$ cat src/esr_cfg.svh
// Constants for the eight-stage shift register block
`ifndef ESR_CFG_SVH
`define ESR_CFG_SVH

// ----------------------------------------------------------------------
// Geometry
// ----------------------------------------------------------------------
`define ESR_STAGES 8
`define ESR_TAP_W 3
`define ESR_FIFO_DEPTH 16
`define ESR_FIFO_AW 4

// ----------------------------------------------------------------------
// Reset values
// ----------------------------------------------------------------------
`define ESR_STAGE_RST 8'h00
`define ESR_TRIG_RST 1'b0
`define ESR_DIV_RST 4'h0

// ----------------------------------------------------------------------
// Timing: one program scan every ESR_SCAN_DIV system clocks
// ----------------------------------------------------------------------
`define ESR_SCAN_DIV 4'h4
`define ESR_SCAN_LAST 4'h3

`endif

$ cat src/esr_pkg.sv
// Types shared by the shift register block
package esr_pkg;

  // One scan's worth of input levels from the circuit program
  typedef struct packed {
    logic trigger;
    logic shift_down;
    logic serial;
  } esr_scan_t;

  typedef enum logic [1:0] {
    ESR_ST_RESET = 2'h0,
    ESR_ST_RUN = 2'h1
  } esr_state_t;

endpackage

$ cat src/esr_top.sv
// Eight-stage one-bit shift register evaluated once per program scan
`timescale 1ns/100ps
`include "esr_cfg.svh"

// Behaviour
// - Sample serial input and shift once only on trigger low-to-high change.
// - Trigger high-to-low change leaves stages, capture and output untouched.
// - Shift sense low moves data upward, high moves data downward.
// - Upward: new bit enters first stage, others move up, last dropped.
// - Downward: new bit enters last stage, others move down, first dropped.
// - Tap output shows the configured stage, any of eight, except that reset forces it low even when the stages are retained.
// - Without retention, stages restart from initial state after power failure.
// - With retention, all eight stages together survive power failure.
module esr_top (
  input wire logic I_SYS_CLK,
  input wire logic I_RESET,
  input wire logic I_RETAIN,
  input wire logic [`ESR_TAP_W-1:0] I_TAP_SEL,
  input wire logic I_SCAN_VALID,
  input wire esr_pkg::esr_scan_t I_SCAN,
  output logic O_SCAN_READY,
  output logic O_TAP,
  output logic [`ESR_STAGES-1:0] O_STAGES,
  output logic O_RUN
);

  // ----------------------------------------------------------------------
  // Scan-rate divider
  // ----------------------------------------------------------------------
  logic [3:0] div_reg;
  logic [3:0] div_next;
  logic scan_tick_reg;
  logic scan_tick_next;

  always_comb
  begin
    div_next = (div_reg == `ESR_SCAN_LAST) ? `ESR_DIV_RST : div_reg + 4'h1;
    scan_tick_next = (div_reg == `ESR_SCAN_LAST);
  end

  always_ff @(posedge I_SYS_CLK)
  begin
    if (I_RESET)
    begin
      div_reg <= `ESR_DIV_RST;
      scan_tick_reg <= 1'b0;
    end
    else
    begin
      div_reg <= div_next;
      scan_tick_reg <= scan_tick_next;
    end
  end

  // ----------------------------------------------------------------------
  // Input sample buffer
  // ----------------------------------------------------------------------
  // The program side may post faster than scans run; the FIFO absorbs
  // bursts and back-pressures through O_SCAN_READY when full.
  logic fifo_valid;
  logic fifo_ready;
  logic [2:0] fifo_data;
  logic pop_ready;
  esr_pkg::esr_scan_t entry;
  // Run state is declared here because the pop gate below reads it
  esr_pkg::esr_state_t state_reg;
  esr_pkg::esr_state_t state_next;
  logic run_reg;
  logic run_next;

  // Entries drain at scan rate only, so one entry is one program scan
  assign pop_ready = scan_tick_reg && run_reg;

  esr_fifo #(
    .WIDTH(3),
    .DEPTH(`ESR_FIFO_DEPTH),
    .AW(`ESR_FIFO_AW)
  ) u_esr_fifo (
    .i_clk(I_SYS_CLK),
    .i_reset(I_RESET),
    .i_in_valid(I_SCAN_VALID),
    .o_in_ready(fifo_ready),
    .i_in_data(I_SCAN),
    .o_out_valid(fifo_valid),
    .i_out_ready(pop_ready),
    .o_out_data(fifo_data)
  );

  assign entry = esr_pkg::esr_scan_t'(fifo_data);

  // ----------------------------------------------------------------------
  // Run state
  // ----------------------------------------------------------------------
  // Only the reset-to-run step exists; an illegal code falls back to reset

  always_comb
  begin
    state_next = state_reg;
    unique case (state_reg)
      esr_pkg::ESR_ST_RESET:
      begin
        state_next = esr_pkg::ESR_ST_RUN;
      end
      esr_pkg::ESR_ST_RUN:
      begin
        state_next = esr_pkg::ESR_ST_RUN;
      end
      default:
      begin
        state_next = esr_pkg::ESR_ST_RESET;
      end
    endcase
    run_next = (state_next == esr_pkg::ESR_ST_RUN);
  end

  always_ff @(posedge I_SYS_CLK)
  begin
    if (I_RESET)
    begin
      state_reg <= esr_pkg::ESR_ST_RESET;
      run_reg <= 1'b0;
    end
    else
    begin
      state_reg <= state_next;
      run_reg <= run_next;
    end
  end

  // ----------------------------------------------------------------------
  // Shift stages
  // ----------------------------------------------------------------------
  logic [`ESR_STAGES-1:0] stage_reg;
  logic [`ESR_STAGES-1:0] stage_next;
  logic trig_prev_reg;
  logic trig_prev_next;
  logic tap_reg;
  logic tap_next;
  logic scan_pop;
  logic rise;
  // One source bit per stage for each direction; the end stage takes the sample
  wire logic [`ESR_STAGES-1:0] up_src;
  wire logic [`ESR_STAGES-1:0] dn_src;
  genvar g;

  generate
    for (g = 0; g < `ESR_STAGES; g = g + 1)
    begin : g_stage
      if (g == 0)
      begin : g_up_in
        assign up_src[g] = entry.serial;
      end
      else
      begin : g_up_mid
        assign up_src[g] = stage_reg[g-1];
      end
      if (g == `ESR_STAGES - 1)
      begin : g_dn_in
        assign dn_src[g] = entry.serial;
      end
      else
      begin : g_dn_mid
        assign dn_src[g] = stage_reg[g+1];
      end
    end
  endgenerate

  function automatic logic pick_stage(input logic [`ESR_STAGES-1:0] s,
                                      input logic [`ESR_TAP_W-1:0] sel);
    pick_stage = s[sel];
  endfunction

  assign scan_pop = scan_tick_reg && fifo_valid && state_reg == esr_pkg::ESR_ST_RUN;
  // Edge found against the previous scan, not the previous clock
  assign rise = scan_pop && entry.trigger && !trig_prev_reg;

  always_comb
  begin
    trig_prev_next = scan_pop ? entry.trigger : trig_prev_reg;
    stage_next = stage_reg;
    if (rise)
    begin
      if (!entry.shift_down)
      begin
        stage_next = up_src;
      end
      else
      begin
        stage_next = dn_src;
      end
    end
    tap_next = pick_stage(stage_next, I_TAP_SEL);
  end

  // Power-up is the reset; retention keeps every stage, never a subset
  always_ff @(posedge I_SYS_CLK)
  begin
    if (I_RESET)
    begin
      trig_prev_reg <= `ESR_TRIG_RST;
      tap_reg <= 1'b0;
      if (!I_RETAIN)
      begin
        stage_reg <= `ESR_STAGE_RST;
      end
      else
      begin
        stage_reg <= stage_reg;
      end
    end
    else
    begin
      trig_prev_reg <= trig_prev_next;
      stage_reg <= stage_next;
      tap_reg <= tap_next;
    end
  end

  assign O_SCAN_READY = fifo_ready;
  assign O_TAP = tap_reg;
  assign O_STAGES = stage_reg;
  assign O_RUN = run_reg;
endmodule

$ cat src/esr_fifo.sv
// Parameterised valid/ready FIFO holding scan input samples
`timescale 1ns/100ps
`include "esr_cfg.svh"

module esr_fifo #(
  parameter int WIDTH = 3,
  parameter int DEPTH = `ESR_FIFO_DEPTH,
  parameter int AW = `ESR_FIFO_AW
) (
  input wire logic i_clk,
  input wire logic i_reset,
  input wire logic i_in_valid,
  output logic o_in_ready,
  input wire logic [WIDTH-1:0] i_in_data,
  output logic o_out_valid,
  input wire logic i_out_ready,
  output logic [WIDTH-1:0] o_out_data
);

  logic [WIDTH-1:0] mem [DEPTH];
  logic [AW-1:0] wr_ptr_reg;
  logic [AW-1:0] wr_ptr_next;
  logic [AW-1:0] rd_ptr_reg;
  logic [AW-1:0] rd_ptr_next;
  logic [AW:0] count_reg;
  logic [AW:0] count_next;
  logic ready_reg;
  logic ready_next;
  logic valid_reg;
  logic valid_next;
  logic push;
  logic pop;

  // Flags are registered so the top sees flop outputs; ready is honest
  assign push = i_in_valid && ready_reg;
  assign pop = i_out_ready && valid_reg;

  always_comb
  begin
    wr_ptr_next = push ? wr_ptr_reg + 1'b1 : wr_ptr_reg;
    rd_ptr_next = pop ? rd_ptr_reg + 1'b1 : rd_ptr_reg;
    count_next = count_reg;
    if (push && !pop)
    begin
      count_next = count_reg + 1'b1;
    end
    else if (pop && !push)
    begin
      count_next = count_reg - 1'b1;
    end
    ready_next = (count_next != DEPTH[AW:0]);
    valid_next = (count_next != '0);
  end

  always_ff @(posedge i_clk)
  begin
    if (push)
    begin
      mem[wr_ptr_reg] <= i_in_data;
    end
  end

  always_ff @(posedge i_clk)
  begin
    if (i_reset)
    begin
      wr_ptr_reg <= '0;
      rd_ptr_reg <= '0;
      count_reg <= '0;
      ready_reg <= 1'b0;
      valid_reg <= 1'b0;
    end
    else
    begin
      wr_ptr_reg <= wr_ptr_next;
      rd_ptr_reg <= rd_ptr_next;
      count_reg <= count_next;
      ready_reg <= ready_next;
      valid_reg <= valid_next;
    end
  end

  assign o_in_ready = ready_reg;
  assign o_out_valid = valid_reg;
  assign o_out_data = mem[rd_ptr_reg];

endmodule

$ cat config.mk
export PLATFORM = sky130hd
export DESIGN_NAME = esr_top
export DESIGN_NICKNAME = d
export VERILOG_FILES = /design/src/esr_pkg.sv /design/src/esr_top.sv /design/src/esr_fifo.sv
export VERILOG_INCLUDE_DIRS = /design/src /design/src/src
export SDC_FILE = /design/constraint.sdc
export NUM_CORES = 1
export LEC_CHECK = 0
export BUFFER_PORTS_ARGS = -buffer_cell sky130_fd_sc_hd__buf_2
export CORE_ASPECT_RATIO = 0.7
export CORE_UTILIZATION = 25
export CTS_CLUSTER_SIZE = 10
export DETAILED_ROUTE_END_ITERATION = 8
export PLACE_DENSITY = 0.44
export SYNTH_ARGS = -nofsm -noshare
export SYNTH_HDL_FRONTEND = slang
export SYNTH_SLANG_ARGS = --single-unit
$ cat constraint.sdc
create_clock -name I_SYS_CLK -period 3.8 [get_ports I_SYS_CLK]
set_input_delay 0.76 -clock I_SYS_CLK [delete_from_list [all_inputs] [get_ports I_SYS_CLK]]
set_output_delay 0.76 -clock I_SYS_CLK [all_outputs]
set_load 0.02 [all_outputs]
==> metrics.cfg <==
[critical_path]
cpMaxStageDelayCell=or2_1
critPathMaxStageDelay_ns=0.55
worst-path-buf-inv=1
crit_fanout=16
critical_path_class=flip-flop to flip-flop
critPathCaptureType=flip-flop
path_cells=buf_4, mux2i_1, a221oi_2, a32o_1, or2_1, mux2_4, a221oi_1, nor4_1
start_kind=flip-flop
worstPathRequired_ns=4.02
crit_arrival_ns=3.23
crit_family=compound AO/OA/AOI/OAI gates

[clocking]
clkSlewWorstSetupHoldPaths_ns=0.06
cts_buffers=9
cts.path.max_buffers=2
postCtsHoldBufs=0
ctsResizeCount=0
h-tree-depth=3
clock_latency_ns=0.34
root_buffer=clkbuf_16
numClockSinks=83
postCtsSetupBuffers=0
cts_tree=done

[routing]
wl_per_cell_um=16.1
route.detailed.drc=0
via_per_inst=4.52
firstDrtPassIters=4
dr.first_iter.drc_count=105
finalWirelength_um=8020
ant_nets=0
vias=2250

[timing]
hold_viol=0
relSlewSlack_pct=40.1
finClkSkew_ns=0.00611
worst_slew_pin_slew_ns=0.881
hold_slack_ns=0.466
post-route-period-util_pct=79.4
max_freq_mhz=331
setup_violations=0
setup_ws_ns=0.782
drv_slew=0
rsz0062_at_grt=false
finalSetupTns_ns=0
min_period_ns=3.02

[yosys]
synth_async_sr_flop_share_pct=0
synth_area_per_cell_sq_um=13.1
ys_seq_area_share_pct=59.6
netlist_area_sq_mm=0.00373
synthCells=285
synth-main-ff-cell=edfxtp_1
ys.warnings.count=0
synth_nets=303
synth.distinct_cells=48
synth_edf_count=56
ys_ff_latch=83

[floorplan]
die_x_um=148
die_area_sq_mm=0.0154
std_cell_rows=36
core_sq_mm=0.0142
ios=21
dieHeight_um=104
start_util_pct=26.2

[hold_path]
hold_path.class=flip-flop to flip-flop

[global_route]
antenna_found_initial=0
grt_pass1_vias=2188
gr-total-overflow=0
grt_max_degree=33
gr-usage-all-layers_pct=11.2
grt_pass1_wl_um=12800

[pwr]
p_per_area_mw_per_mm2=481
vdd_drop_max_v=0.000173
p_leak_nw=1.46

[final_layout]
nets=321
diodes=0
layout-drive-gt1-share_pct=18.5
final_util_pct=30.1
largest_reg_flops=48
syn2layout_area_growth_pct=14.8

[placed_design]
gp_congestion=0.766
place.detailed.hpwl_um=5760
dp_slack_ns=0.750
io_buffers=20

[flow_run]
maxCapViolations=0

[run_status]
outcome=complete, no violations

## layout make-up
class,instances,area [sq um]
sequential,83,2220
inverter,8,30.0
timing repair buffer,21,108
clock inverter,1,5.00
fill,1451,9950
multi-input combinational,180,1390
tap,190,238
clock buffer,15,289
## through the flow
stage / area [sq um] / total power [mW] / std cells
2_1_floorplan: 3730 / 1.17 / 285
3_3_place_gp: 3990 / 1.22 / 482
3_5_place_dp: 3990 / 1.23 / 482
4_1_cts: 4280 / 2.09 / 498
5_1_grt: 4280 / 2.14 / 498
6_report: 4280 / 2.06 / 498
## where the power goes
| group | total, mW | switching, mW | leakage [nW] | internal [mW] |
|---|---|---|---|---|
| logic | 0.176 | 0.106 | 0.577 | 0.0698 |
| clock network | 0.856 | 0.338 | 0.145 | 0.518 |
| registers | 1.03 | 0.0331 | 0.741 | 0.997 |
## per-layer routing
metal / routed length, um / track usage [%] / part of all wire [%]
met5: 0 / 0 / 0
met4: 114 / 4.64 / 1.4
met2: 3130 / 14.4 / 39
met3: 353 / 3.46 / 4.4
met1: 4420 / 16.8 / 55
## synthesized netlist by cell type, types with 2 or more instances
master	count	area, sq um
a211oi_1	8	60.1
a21oi_1	4	20.0
a221oi_1	2	17.5
a221oi_2	2	30.0
a31oi_1	2	12.5
and2_1	2	12.5
and3_1	2	12.5
buf_6	3	33.8
clkbuf_1	8	30.0
dfxtp_1	27	541
edfxtp_1	56	1680
ha_1	8	100
inv_1	8	30.0
mux2_2	4	45.0
mux2i_1	15	150
mux4_2	11	248
nand2_1	22	82.6
nand2b_1	2	12.5
nand4_1	3	18.8
nor2_1	41	154
nor2b_1	3	18.8
nor3_1	9	45.0
nor3b_1	3	22.5
o21ai_0	7	35.0
xnor2_1	4	35.0
xor2_1	7	61.3
## path summary, 6_finish.rpt
kind | startpoint | end | slack (ns) | cells after the start
min | div_reg[0]$_SDFF_PP0_ | div_reg[0]$_SDFF_PP0_ | 0.47 | 1
max | flip-flop | O_TAP$_SDFF_PP0_ | 0.78 | 8
min reg2reg | div_reg[0]$_SDFF_PP0_ | div_reg[0]$_SDFF_PP0_ | 0.47 | 1
max reg2reg | flip-flop | O_TAP$_SDFF_PP0_ | 0.78 | 8
## cells by family after synthesis
family | count (synthesis) | synth area share [%]
and+or+nand+nor | 93 | 11.4
buffers and inverters | 22 | 3.19
xor gates and xnor gates | 11 | 2.58
adders and majority gates | 8 | 2.68
DFF | 83 | 59.6
AOI/OAI and AO/OA | 35 | 7.65
muxes | 33 | 12.9
## cells in the final DEF (no fill, tap or decap), types with 2 or more instances in the layout
cell        n
buf_2      20
nand2b_1    2
mux4_2     11
and2_1      2
mux2_2      4
clkbuf_1    3
mux2i_1    15
a21oi_1     4
clkbuf_16  10
a31oi_1     2
nand2_1    22
xor2_1      7
nor2b_1     3
a221oi_2    2
nand4_1     3
nor3_1      9
dfxtp_1    27
and3_1      2
o21ai_0     7
a211oi_1    8
ha_1        8
nor2_1     41
xnor2_1     4
edfxtp_1   56
clkbuf_8    2
nor3b_1     3
inv_1       8
a221oi_1    2
Note: power is estimated with default switching activity, not from simulation.
